### src/core/fieldbus_defs.vh
// Purpose: Shared constants of the fieldbus holding-register write handler.
// Assumes: Frame addresses are the zero-based values carried on the wire.
// Notes: Area bounds are inclusive; sizes are in 16-bit words per item.
`ifndef FIELDBUS_DEFS_VH
`define FIELDBUS_DEFS_VH

`define BROADCAST_ADDR 8'h00
`define FC_WRITE_SINGLE 8'h06
`define FC_WRITE_MULTI 8'h10
`define EXC_FLAG 8'h80
`define EXC_ILLEGAL_FUNCTION 8'h01
`define EXC_ILLEGAL_ADDRESS 8'h02
`define EXC_ILLEGAL_VALUE 8'h03

`define MAX_WRITE_QTY 16'h007B
`define MAX_WORDS 10'h07B
`define HDR_BYTES 9'h007
`define SINGLE_BYTES 9'h006
`define NORMAL_RESP_LEN 3'h6
`define EXC_RESP_LEN 3'h3

`define INT16_FIRST 16'h0BB8
`define INT16_LAST 16'h0F9F
`define INT32_FIRST 16'h0FA0
`define INT32_LAST 16'h1387
`define INT64_FIRST 16'h1388
`define INT64_LAST 16'h176F
`define FLOAT_FIRST 16'h1B58
`define FLOAT_LAST 16'h2327
`define DOUBLE_FIRST 16'h2328
`define DOUBLE_LAST 16'h270F
`define TEXT8_FIRST 16'h32C8
`define TEXT8_LAST 16'h36AF
`define TEXT16_FIRST 16'h36B0
`define TEXT16_LAST 16'h3A97

`endif

### src/core/register_area_map.v
// Purpose: Checks a register range against the data-type areas and scales it to words.
// Assumes: Count is already limited to the legal write quantity.
// Notes: Purely combinational; the caller registers what it needs.
`include "fieldbus_defs.vh"

module register_area_map (
   input wire [15:0] start,
   input wire [6:0] count,
   input wire item_mode,
   input wire single,
   output reg legal,
   output reg [9:0] words,
   output reg [15:0] first_word
);

   reg [15:0] base;
   reg [15:0] last;
   reg [1:0] shift;
   reg found;
   reg text_area;
   reg [16:0] range_end;
   reg [15:0] offset;

   always @* begin
      base = 16'h0000;
      last = 16'h0000;
      shift = 2'd0;
      found = 1'b1;
      text_area = 1'b0;
      if (start >= `INT16_FIRST && start <= `INT16_LAST) begin
         base = `INT16_FIRST;
         last = `INT16_LAST;
         shift = 2'd0;
      end else if (start >= `INT32_FIRST && start <= `INT32_LAST) begin
         base = `INT32_FIRST;
         last = `INT32_LAST;
         shift = 2'd1;
      end else if (start >= `INT64_FIRST && start <= `INT64_LAST) begin
         base = `INT64_FIRST;
         last = `INT64_LAST;
         shift = 2'd2;
      end else if (start >= `FLOAT_FIRST && start <= `FLOAT_LAST) begin
         base = `FLOAT_FIRST;
         last = `FLOAT_LAST;
         shift = 2'd1;
      end else if (start >= `DOUBLE_FIRST && start <= `DOUBLE_LAST) begin
         base = `DOUBLE_FIRST;
         last = `DOUBLE_LAST;
         shift = 2'd2;
      end else if (start >= `TEXT8_FIRST && start <= `TEXT8_LAST) begin
         base = `TEXT8_FIRST;
         last = `TEXT8_LAST;
         shift = 2'd2;
         text_area = 1'b1;
      end else if (start >= `TEXT16_FIRST && start <= `TEXT16_LAST) begin
         base = `TEXT16_FIRST;
         last = `TEXT16_LAST;
         shift = 2'd3;
         text_area = 1'b1;
      end else begin
         found = 1'b0;
      end
      // In word mode every address is one word; in item mode one whole item.
      if (item_mode) begin
         words = {3'b000, count} << shift;
      end else begin
         words = {3'b000, count};
      end
      range_end = {1'b0, start} + {10'h000, count} - 17'h00001;
      offset = start - base;
      first_word = item_mode ? (base + (offset << shift)) : start;
      // Text items take no single-register write.
      legal = found && (range_end <= {1'b0, last}) && !(single && text_area);
   end

endmodule // register_area_map

### src/core/fieldbus_write_handler.v
// Purpose: Executes holding-register writes from received frames and builds replies.
// Assumes: The framer gives bytes without checksum and flags frame end with its status.
// Notes: Writes are held back until the frame check passes; the framer adds the checksum.
`include "fieldbus_defs.vh"

////////////////////////////////////////////////////////////////////////////////
// How it works
// - Function 16 writes one to 123 contiguous holding registers per request.
// - A broadcast function 16 still writes the addressed registers.
// - Frame register addresses are zero-based; the first register is address zero.
// - Good write reply: address, function, start and quantity, high bytes first.
// - A good non-broadcast frame to this address that cannot be carried out gets an exception reply.
// - Broadcast requests never get any reply.
// - Frames with parity or check errors are dropped without any reply.
// - A normal reply copies the request function code unchanged.
// - An exception reply returns the function code with its top bit set.
// - Exception reply holds address, flagged function and one code byte only.
// - Code 01 for unsupported functions, code 02 for illegal register addresses.
// - The multiple-coil write function is not supported.
// - Wide types are changed only by the single and multiple register writes.
// - A select input picks counting mode; word mode counts 16-bit registers.
// - In item mode each address selects one whole data item.
// - In item mode a single-register write writes one whole item; text items refuse it with code 02.
// - Word mode item sizes are 1, 2, 4 or 8 registers; item mode 1.
// - The first float sits at 7000 and 7001, the next at 7002.
// - Eight and sixteen character text items live in their own areas.
// - Sixteen-bit values travel high byte first, then low byte.
// - Wire register numbers are one below the internal one-based numbers.
// - Broadcasts of functions without broadcast support are ignored silently.
module fieldbus_write_handler (
   input wire SYS_CLK,
   input wire RST_N,
   input wire [7:0] DEV_ADDR,
   input wire ADDRESS_COUNTING_SELECT,
   input wire [7:0] RX_BYTE,
   input wire RX_VALID,
   input wire RX_END,
   input wire RX_GOOD,
   input wire TX_READY,
   output reg [7:0] TX_BYTE,
   output reg TX_VALID,
   output reg TX_LAST,
   output reg WR_EN,
   output reg [15:0] WR_ADDR,
   output reg [15:0] WR_DATA,
   output reg BUSY
);

   localparam [1:0] ST_COLLECT = 2'b00;
   localparam [1:0] ST_WRITE = 2'b01;
   localparam [1:0] ST_REPLY = 2'b10;

   reg [1:0] state;
   reg [8:0] byte_idx;
   reg overflow;
   reg [7:0] rx_addr;
   reg [7:0] rx_func;
   reg [15:0] start_addr;
   reg [15:0] quantity;
   reg [7:0] byte_count;
   reg [15:0] data_mem [0:122];
   reg [9:0] word_total;
   reg [15:0] word_base;
   reg [9:0] word_idx;
   reg is_single;
   reg silent;
   reg [7:0] exc_code;
   reg [2:0] tx_len;
   reg [2:0] tx_idx;
   reg [7:0] reply_byte;

   wire item_mode = ADDRESS_COUNTING_SELECT;
   wire map_legal;
   wire [9:0] map_words;
   wire [15:0] map_first;
   wire single_req = (rx_func == `FC_WRITE_SINGLE);
   wire multi_req = (rx_func == `FC_WRITE_MULTI);
   wire is_bcast = (rx_addr == `BROADCAST_ADDR);
   wire for_us = (rx_addr == DEV_ADDR) || is_bcast;
   wire [8:0] data_pos = byte_idx - `HDR_BYTES;
   wire qty_ok = (quantity != 16'h0000) && (quantity <= `MAX_WRITE_QTY);
   wire [6:0] map_count = single_req ? 7'h01 : quantity[6:0];

   ////////////////////////////////////////////////////////////////////////////
   // Start address is used exactly as received, already zero-based.
   register_area_map u_area_map (
      .start(start_addr),
      .count(map_count),
      .item_mode(item_mode),
      .single(single_req),
      .legal(map_legal),
      .words(map_words),
      .first_word(map_first)
   );

   ////////////////////////////////////////////////////////////////////////////
   // Data staging. Words land here first so that a frame failing its check
   // never touches the application registers.
   genvar gi;
   generate
      for (gi = 0; gi < 123; gi = gi + 1) begin : g_stage
         always @(posedge SYS_CLK) begin
            if (!RST_N) begin
               data_mem[gi] <= 16'h0000;
            end else if (state == ST_COLLECT && RX_VALID && multi_req &&
                         byte_idx >= `HDR_BYTES && data_pos[8:1] == gi) begin
               if (!data_pos[0]) begin
                  data_mem[gi][15:8] <= RX_BYTE;
               end else begin
                  data_mem[gi][7:0] <= RX_BYTE;
               end
            end
         end
      end
   endgenerate

   ////////////////////////////////////////////////////////////////////////////
   // Frame-end decision, evaluated when the framer reports the end.
   reg take;
   reg reply_exc;
   reg [7:0] next_exc;
   reg format_ok;

   always @* begin
      take = 1'b0;
      reply_exc = 1'b0;
      next_exc = 8'h00;
      format_ok = 1'b0;
      if (single_req) begin
         format_ok = (byte_idx == `SINGLE_BYTES);
      end else begin
         // The byte count must cover every word written, two bytes per word; in item
         // mode that is the scaled word count, not the item quantity.
         format_ok = !overflow && qty_ok && (map_words <= `MAX_WORDS) &&
                     ({1'b0, byte_count} == {map_words[7:0], 1'b0}) &&
                     (map_words[9:8] == 2'b00) &&
                     (byte_idx == `HDR_BYTES + {1'b0, byte_count});
      end
      // A frame that failed its check, or is meant for another slave, leaves no trace:
      // the master's response timeout is the only way it learns of the loss.
      if (!RX_GOOD || byte_idx < 9'h002 || !for_us) begin
         take = 1'b0;
      end else if (!single_req && !multi_req) begin
         // Coil writes, reads and all else are not ours to execute.
         reply_exc = !is_bcast;
         next_exc = `EXC_ILLEGAL_FUNCTION;
      end else if (!format_ok) begin
         reply_exc = !is_bcast;
         next_exc = `EXC_ILLEGAL_VALUE;
      end else if (!map_legal) begin
         reply_exc = !is_bcast;
         next_exc = `EXC_ILLEGAL_ADDRESS;
      end else begin
         take = 1'b1;
      end
   end

   ////////////////////////////////////////////////////////////////////////////
   // Reply byte selection; all 16-bit fields go high byte first.
   always @* begin
      reply_byte = 8'h00;
      // No valid exception code is zero, so a zero code marks a normal reply and
      // the function byte then goes back unchanged.
      case (tx_idx)
         3'd0: reply_byte = rx_addr;
         3'd1: reply_byte = (exc_code != 8'h00) ? (rx_func | `EXC_FLAG) : rx_func;
         3'd2: reply_byte = (exc_code != 8'h00) ? exc_code : start_addr[15:8];
         3'd3: reply_byte = start_addr[7:0];
         3'd4: reply_byte = quantity[15:8];
         3'd5: reply_byte = quantity[7:0];
         default: reply_byte = 8'h00;
      endcase
   end

   ////////////////////////////////////////////////////////////////////////////
   // Main sequencer.
   always @(posedge SYS_CLK) begin
      if (!RST_N) begin
         state <= ST_COLLECT;
         byte_idx <= 9'h000;
         overflow <= 1'b0;
         rx_addr <= 8'h00;
         rx_func <= 8'h00;
         start_addr <= 16'h0000;
         quantity <= 16'h0000;
         byte_count <= 8'h00;
         word_total <= 10'h000;
         word_base <= 16'h0000;
         word_idx <= 10'h000;
         is_single <= 1'b0;
         silent <= 1'b0;
         exc_code <= 8'h00;
         tx_len <= 3'd0;
         tx_idx <= 3'd0;
         TX_BYTE <= 8'h00;
         TX_VALID <= 1'b0;
         TX_LAST <= 1'b0;
         WR_EN <= 1'b0;
         WR_ADDR <= 16'h0000;
         WR_DATA <= 16'h0000;
         BUSY <= 1'b0;
      end else begin
         WR_EN <= 1'b0;
         case (state)
            ST_COLLECT: begin
               if (RX_END) begin
                  byte_idx <= 9'h000;
                  overflow <= 1'b0;
                  word_total <= map_words;
                  word_base <= map_first;
                  word_idx <= 10'h000;
                  is_single <= single_req;
                  silent <= is_bcast;
                  exc_code <= next_exc;
                  tx_idx <= 3'd0;
                  // Exception replies end after the code byte, normal ones after the quantity.
                  tx_len <= reply_exc ? `EXC_RESP_LEN : `NORMAL_RESP_LEN;
                  if (take) begin
                     state <= ST_WRITE;
                     BUSY <= 1'b1;
                  end else if (reply_exc) begin
                     state <= ST_REPLY;
                     BUSY <= 1'b1;
                  end
               end else if (RX_VALID) begin
                  // The counter saturates instead of wrapping, so an endless stream can
                  // never pass for a short legal frame.
                  if (byte_idx == 9'h1FF) begin
                     overflow <= 1'b1;
                  end else begin
                     byte_idx <= byte_idx + 9'h001;
                  end
                  if (byte_idx == 9'h000) begin
                     rx_addr <= RX_BYTE;
                  end else if (byte_idx == 9'h001) begin
                     rx_func <= RX_BYTE;
                  end else if (byte_idx == 9'h002) begin
                     start_addr[15:8] <= RX_BYTE;
                  end else if (byte_idx == 9'h003) begin
                     start_addr[7:0] <= RX_BYTE;
                  end else if (byte_idx == 9'h004) begin
                     quantity[15:8] <= RX_BYTE;
                  end else if (byte_idx == 9'h005) begin
                     quantity[7:0] <= RX_BYTE;
                  end else if (byte_idx == 9'h006) begin
                     byte_count <= RX_BYTE;
                  end
                  // More data than the staging holds can never be legal.
                  if (byte_idx >= `HDR_BYTES && data_pos[8:1] > 8'd122) begin
                     overflow <= 1'b1;
                  end
               end
            end
            ST_WRITE: begin
               WR_EN <= 1'b1;
               WR_ADDR <= word_base + {6'h00, word_idx};
               if (!is_single) begin
                  WR_DATA <= data_mem[word_idx[6:0]];
               end else if (word_idx == word_total - 10'h001) begin
                  // The value goes to the least significant word of the item.
                  WR_DATA <= quantity;
               end else begin
                  WR_DATA <= 16'h0000;
               end
               if (word_idx == word_total - 10'h001) begin
                  // Even a broadcast passes through the reply state, so that BUSY
                  // still stands while the last write pulse is out.
                  state <= ST_REPLY;
               end else begin
                  word_idx <= word_idx + 10'h001;
               end
            end
            ST_REPLY: begin
               // A broadcast leaves here at once: nothing may go back on the link,
               // since the master expects no answer from any slave.
               if (silent) begin
                  state <= ST_COLLECT;
                  BUSY <= 1'b0;
               end else if (!TX_VALID || TX_READY) begin
                  if (tx_idx == tx_len) begin
                     TX_VALID <= 1'b0;
                     TX_LAST <= 1'b0;
                     state <= ST_COLLECT;
                     BUSY <= 1'b0;
                  end else begin
                     TX_VALID <= 1'b1;
                     TX_BYTE <= reply_byte;
                     TX_LAST <= (tx_idx == tx_len - 3'd1);
                     tx_idx <= tx_idx + 3'd1;
                  end
               end
            end
            default: begin
               state <= ST_COLLECT;
               BUSY <= 1'b0;
            end
         endcase
      end
   end

endmodule // fieldbus_write_handler

### config.mk
export PLATFORM = sky130hd
export DESIGN_NAME = fieldbus_write_handler
export DESIGN_NICKNAME = d
export VERILOG_FILES = /design/src/core/register_area_map.v /design/src/core/fieldbus_write_handler.v
export VERILOG_INCLUDE_DIRS = /design/src /design/src/core
export SDC_FILE = /design/constraint.sdc
export NUM_CORES = 2
export LEC_CHECK = 0
export BUFFER_PORTS_ARGS = -buffer_cell sky130_fd_sc_hd__clkbuf_2
export CAP_MARGIN = 20
export CORE_MARGIN = 10
export CORE_UTILIZATION = 40
export CTS_CLUSTER_SIZE = 14
export DETAILED_ROUTE_END_ITERATION = 16
export GPL_TIMING_DRIVEN = 0
export HOLD_SLACK_MARGIN = 0.06
export PLACE_DENSITY = 0.54
export RECOVER_POWER = 50
export SLEW_MARGIN = 20
export SYNTH_ARGS = -nofsm -noshare
export SYNTH_HDL_FRONTEND = slang
export SYNTH_SLANG_ARGS = --single-unit
### constraint.sdc
create_clock -name SYS_CLK -period 16.6 [get_ports SYS_CLK]
set_clock_uncertainty 0.2 [all_clocks]
set_input_delay 0.83 -clock SYS_CLK [delete_from_list [all_inputs] [get_ports SYS_CLK]]
set_output_delay 0.83 -clock SYS_CLK [all_outputs]
set_load 0.005 [all_outputs]
* Word-level counts from Yosys, hierarchy flattened
Memory sizes are Yosys's and may differ from the RTL's. A register that Yosys moved wholly into a read port is not among the register bits.
Cells that the tools add are included.
** Word-level totals
- Register bits :: 164
- Bits in writable memories :: 1968
- Input port bits :: 23
- Output and inout bits :: 44
- Logic and storage cells :: 1731
- Memories kept :: 1
** Cells by class
- $add $sub $neg :: 12
- Order comparisons :: 20
- Equal/unequal tests :: 154
- Shifts and indexed selects :: 2
- Muxes and demuxes :: 1077
- Bitwise operators :: 256
- Reductions and logical operators :: 184
** Memories
- data_mem :: depth 123, bits a word 16, rd ports 1, clocked after Yosys merged registers in 1, wr ports 123, line fieldbus_write_handler.v:61 : reg [15:0] data_mem [0:122];
** Operators by type and width (count)
- 8-bit two-way mux :: 248
- 1-bit two-way mux :: 775
- 8-bit by 7-bit == test with 1-bit output (second input constant) :: 59
- 8-bit by 6-bit == test with 1-bit output (second input constant) :: 32
- 1-bit bitwise OR :: 246
- 16-bit two-way mux :: 15
- 1-bit logical AND :: 144
- 8-bit by 5-bit == test with 1-bit output (second input constant) :: 17
- 8-bit by 4-bit == test with 1-bit output (second input constant) :: 8
- 16-bit by 14-bit <= comparator with 1-bit output (second input constant) :: 4
- 16-bit by 14-bit greater-or-equal comparator with 1-bit output (second input constant) :: 3
- 8-bit case mux with 6 select lines :: 1
- 8-bit by 3-bit == test with 1-bit output (second input constant) :: 5
- 2-bit two-way mux :: 18
- 16-bit by 12-bit greater-or-equal comparator with 1-bit output (second input constant) :: 2
- 16-bit by 13-bit greater-or-equal comparator with 1-bit output (second input constant) :: 2
- 16-bit by 13-bit <= comparator with 1-bit output (second input constant) :: 2
- 10-bit two-way mux :: 3
- 14-bit two-way mux :: 2
- 9-bit by 3-bit == test with 1-bit output (second input constant) :: 3
- 9-bit two-way mux :: 3
- 7-bit two-way mux :: 3
- 10-bit case mux with 2 select lines :: 1
- 5-bit AND reduction :: 4
- 61 further kinds :: 105

* Logic depth before layout (Yosys ltp)
- Word-level depth :: 24
- Depth in mapped cells :: 33

* Modules after synthesis
A second synthesis with hierarchy kept.
** Unflattened totals
- Cell total of the unflattened synthesis :: 7783
- Area, all modules :: 99883.3 sq um
** Modules (own cells, without submodules)
- fieldbus_write_handler :: times used 1, cells an instance 7187, area an instance 95869.4 sq um, seq. area each 62399.8 sq um
- register_area_map :: times used 1, cells an instance 596, area an instance 4013.8 sq um, seq. area each 0.0 sq um

* Least setup slack after synthesis
Ideal clock, no wire load.
- Kind :: register to register
- From :: register rx_func[0]
- To :: register state[1]
- Arrival time :: 5857 ps
- Required time :: 16342 ps
- Setup slack :: 10484 ps
- Stages on the path, launching flop included :: 28
- Path buffers :: 0
- Clock period less this slack :: 6116 ps
- Cell sequence :: dfxtp_1 nor4_1 nand3_1 and2_1 inv_1 ha_1 inv_1 ha_1 fa_1 a21o_1 a21oi_1 o21bai_1 a31o_2 a21oi_1 nor2b_1 o21a_1 o41ai_1 xor2_1 ha_1 nand3_1 or4_1 o31ai_1 o311a_1 o311ai_0 a211oi_1 o211ai_2 a2111oi_2 o21ba_1
** On the way
- Word-level cells in the longest chain between the ends :: 16
- Elaborated cells on any way between the ends :: 36
- Those cells by class :: 2 x add/sub; 2 x order compare; 4 x eq/ne; 1 x shift; 14 x mux; 13 x reduce/logical
** RTL lines
- start: declaration :: line fieldbus_write_handler.v:57 : reg [7:0] rx_func;
- start signal: assignment :: line fieldbus_write_handler.v:183 : rx_func <= 8'h00;
- start signal: assignment :: line fieldbus_write_handler.v:236 : rx_func <= RX_BYTE;
- branches (longest 16 deep; another with 16-bit by 7-bit adder with 17-bit output)
- end signal: assignment :: line fieldbus_write_handler.v:179 : state <= ST_COLLECT;
- end signal: assignment :: line fieldbus_write_handler.v:219 : state <= ST_WRITE;
- end signal: assignment :: line fieldbus_write_handler.v:222 : state <= ST_REPLY;
- end: declaration :: line fieldbus_write_handler.v:53 : reg [1:0] state;
Several ways; the timed one is not identified. The select of a mux whose other input is x is not followed.
A chain may end at the register's enable or synchronous reset.

* Worst setup path after layout
Same ends and word-level chain as after synthesis.

==> flow_metrics.env <==
export IMPL_status="complete, but fails checks"
export IMPL_violations="capacitance limit, slew limit"
export IMPL_finalNonFillerCells=11200
export IMPL_cp_required_ns=17.26
export IMPL_p_sw_share_pct=22.7
export IMPL_synth_edf_count=1968
export IMPL_switchingPower_mw=2.64
export IMPL_yosys_area_top_type="edfxtp_1"
export IMPL_synth_ff_type="edfxtp_1"
export IMPL_synth_adder_area_share_pct=1.35
export IMPL_hold_viol_final=0
export IMPL_sequentialPowerShare_pct=52.7
export IMPL_die_x_um=515
export IMPL_finalCritPeriodShare_pct=49.5
export IMPL_p_comb_share_pct=4.0
export IMPL_placementRows=181
export IMPL_drt_pass1_iter_count=9
export IMPL_fillers=22000
export IMPL_p_int_mw=9.01
export IMPL_path_class="flip-flop to flip-flop"
export IMPL_hp_class="input port to flip-flop"
export IMPL_synth_top_area_share_pct=60.3
export IMPL_cp_end_kind="flip-flop"
export IMPL_setup_viol=0
export IMPL_final_common_cell="nor2_1"
export IMPL_vias=70500
export IMPL_antenna_found_initial=34
export IMPL_cts_tree="yes"
export IMPL_syn_inst=7337
export IMPL_fmax_mhz=122
export IMPL_synth_xor_area_share_pct=0.858
export IMPL_grt_pass1_vias=67100
export IMPL_wl_um=404000
export IMPL_ys_ff_latch=2133
export IMPL_drc_errors=0
export IMPL_register_area_um2=62400
export IMPL_clkTransAtPathRegs_ns=0.06
export IMPL_hold_ws_ns=0.181
export IMPL_critPathLaunchType="flip-flop"
export IMPL_p_leak_nw=33.9
export IMPL_root_buffer="clkbuf_16"
export IMPL_gp_congestion=1.09
export IMPL_viasPerCell=6.29
export IMPL_final_cell_mix="nor2_1 (2220), edfxtp_1 (1968), mux4_2 (631)"
export IMPL_synth_nets=7463
export IMPL_synth_cell_types=84
export IMPL_ir_drop_mv=0.0938
export IMPL_fin_nets=7916
export IMPL_clk_path_buf_depth=3
export IMPL_start_util_pct=40.3
export IMPL_worst_slack_ns=8.38
export IMPL_wl_per_cell_um=36.1
export IMPL_worstSkewPairLatency_ns=0.91
export IMPL_synthToLayoutAreaGrowth_pct=13.4
export IMPL_synthSimpleGateAreaFrac_pct=11.7
export IMPL_track_usage_pct=29.6
export IMPL_avgSynthCellArea_um2=13.4
export IMPL_slew_headroom_pct=-26.3
export IMPL_die_area_um2=265000
export IMPL_p_per_area_nw_per_um2=105
export IMPL_tns_ns=0
export IMPL_grt_overflow_total=0
export IMPL_yosysWarnings=0
export IMPL_cp_max_fo=7
export IMPL_drive_gt1_share_pct=15.5
export IMPL_dp_slack_ns=8.43
export IMPL_placed_cells=10800
export IMPL_multi_input_area_um2=33000
export IMPL_ys_seq_area_share_pct=63.7
export IMPL_synth_area_leaders="edfxtp_1 (60%), mux4_2 (14%), nor2_1 (8.5%)"
export IMPL_first_iter_violations=11900
export IMPL_cts_sinks=2133
export IMPL_grt_max_degree=18
export IMPL_async_flop_share_pct=0
export IMPL_ant_nets=0
export IMPL_max_cap_viol_count=16
export IMPL_cts_buffers=222
export IMPL_dp_hpwl_um=297000
export IMPL_ios=67
export IMPL_place_area_um2=104000
export IMPL_final_max_slew_viol_count=166
export IMPL_synth_compound_area_share_pct=4.03
export IMPL_stdcell_area_um2=111000
export IMPL_numPortBuffers=65
export IMPL_synthMuxAreaShare_pct=15.7
export IMPL_rsz0062_at_grt="false"
export IMPL_netlist_area_um2=98000
export IMPL_synth_top_family_by_area="multiplexers"
export IMPL_coreArea_um2=243000
export IMPL_arrival_ns=8.88
export IMPL_finalCriticalPeriod_ns=8.22
export IMPL_worst_pin_slew_ns=1.88
export IMPL_grt_pass1_wl_um=544000
export IMPL_h_tree_depth=4
export IMPL_power_frac_clock_pct=43.2
export IMPL_die_h_um=515
==> per-stage QoR <==
stage,power (mW),utilization [%]
finish,11.7,45.7
global route,11.9,45.6
CTS,11.6,45.7
detailed placement,6.71,42.8
global placement,6.67,42.0
floorplan,6.45,-
==> critical path: stages (launching register included) <==
cell and delay, ns:
dfxtp_1 0.35, nor4_1 0.51, nand3_1 0.32, and2_1 0.34, inv_1 0.20, ha_1 0.15
inv_1 0.04, ha_1 0.21, fa_1 0.40, a21o_1 0.19, a21oi_1 0.22, o21bai_1 0.13
a31o_2 0.25, a21oi_1 0.22, nor2b_1 0.08, o21a_1 0.19, o41ai_1 0.50, xor2_1 0.21
ha_1 0.34, nand3_1 0.10, or4_1 0.54, o31ai_1 0.12, o311a_1 0.28, o311ai_0 0.14
a211oi_1 0.94, o211ai_2 0.40, a2111oi_2 0.45, o21ba_1 0.15
==> cell usage after synthesis, types with 5 or more instances <==
cell type     n
ha_1         99
inv_1       100
mux4_2      631
a211oi_1     35
clkbuf_1    518
a222oi_1      7
nor4_1       29
and3_1       21
and2_1       13
o221ai_1      5
xor2_1       43
or4_1         7
nor4b_1       5
nor2_1     2221
o21a_1       14
nand2_1     398
a21o_1       17
buf_1        86
o21ai_0     326
or2_2         8
nand3_1      43
nand2b_1     15
o211ai_1     13
nor3b_1       6
and4_1        7
a22oi_1      12
a31oi_1      17
a21oi_1     127
nand4_1      15
a211o_1       9
o31ai_1       5
xnor2_1      53
mux2i_1     108
edfxtp_1   1968
mux2_2        7
or3_1        13
a21boi_0     14
dfxtp_1     165
buf_2        11
nor2b_1      23
nor3_1       43
==> area by class of cell <==
type,instances,share of cell area (%)
sequential,2133,56.1
multi-input combinational,4487,29.7
clock buffer,279,5.24
tap,3202,3.60
buffer,616,2.19
timing repair buffer,229,1.55
clock inverter,128,1.20
inverter,101,0.341
antenna,24,0.0540
==> worst paths after layout <==
kind / cells after the start / startpoint / endpoint / slack (ns)
worst max register to register: 27 / rx_func[0] / state[1] / 8.38
worst min-delay path: 3 / RX_GOOD / tx_len[2] / 0.18
worst min register to register: 2 / WR_ADDR[5] / WR_ADDR[5] / 0.26
worst max-delay path: 27 / rx_func[0] / state[1] / 8.38
==> kinds of logic (layout without fill, tap and decap cells) <==
kind of cell / after synthesis / in the layout
simple gates: 2881 / 2881
flops: 2133 / 2133
mux: 746 / 746
buf+inv: 717 / 1353
compound gates: 661 / 661
fa+ha+maj: 103 / 103
xor+xnor: 96 / 96
other cells: 0 / 24
==> flip-flops by register name, indices dropped and copies added (netlist names), 8 cells and up, named ones only <==
signal and cells:
byte_count 8, word_base 16, word_total 10, rx_func 8, word_idx 10, WR_ADDR 16
WR_DATA 16, quantity 16, start_addr 16, TX_BYTE 8, byte_idx 9, data_mem 1968
rx_addr 8
==> power groups by stage <==
| stage | clock, mW | sequential, mW | combinational [mW] |
|---|---|---|---|
| after floorplan | 0 | 6.22 | 0.229 |
| after global placement | 0 | 6.25 | 0.418 |
| after detailed placement | 0 | 6.26 | 0.455 |
| after CTS | 5.04 | 6.14 | 0.456 |
| after global routing | 5.24 | 6.16 | 0.471 |
| final | 5.04 | 6.15 | 0.470 |
==> per-layer routing <==
| metal | share of wire [%] | GRT usage (%) | up-vias |
|---|---|---|---|
| li1 | - | - | 27900 |
| met1 | 36 | 38.4 | 36100 |
| met2 | 43 | 43.7 | 5362 |
| met3 | 14 | 10.4 | 1084 |
| met4 | 6.5 | 15.6 | 24 |
| met5 | 0.077 | 0 | - |
==> repair_timing <==
action                                  4_1_cts  5_1_grt
buffers inserted                              0        0
endpoints found under the setup margin        0        0
hold buffers                                  1        0
hold endpoints to repair                      1        0
resized for setup                             0        0
(Power assumes the default switching activity.)
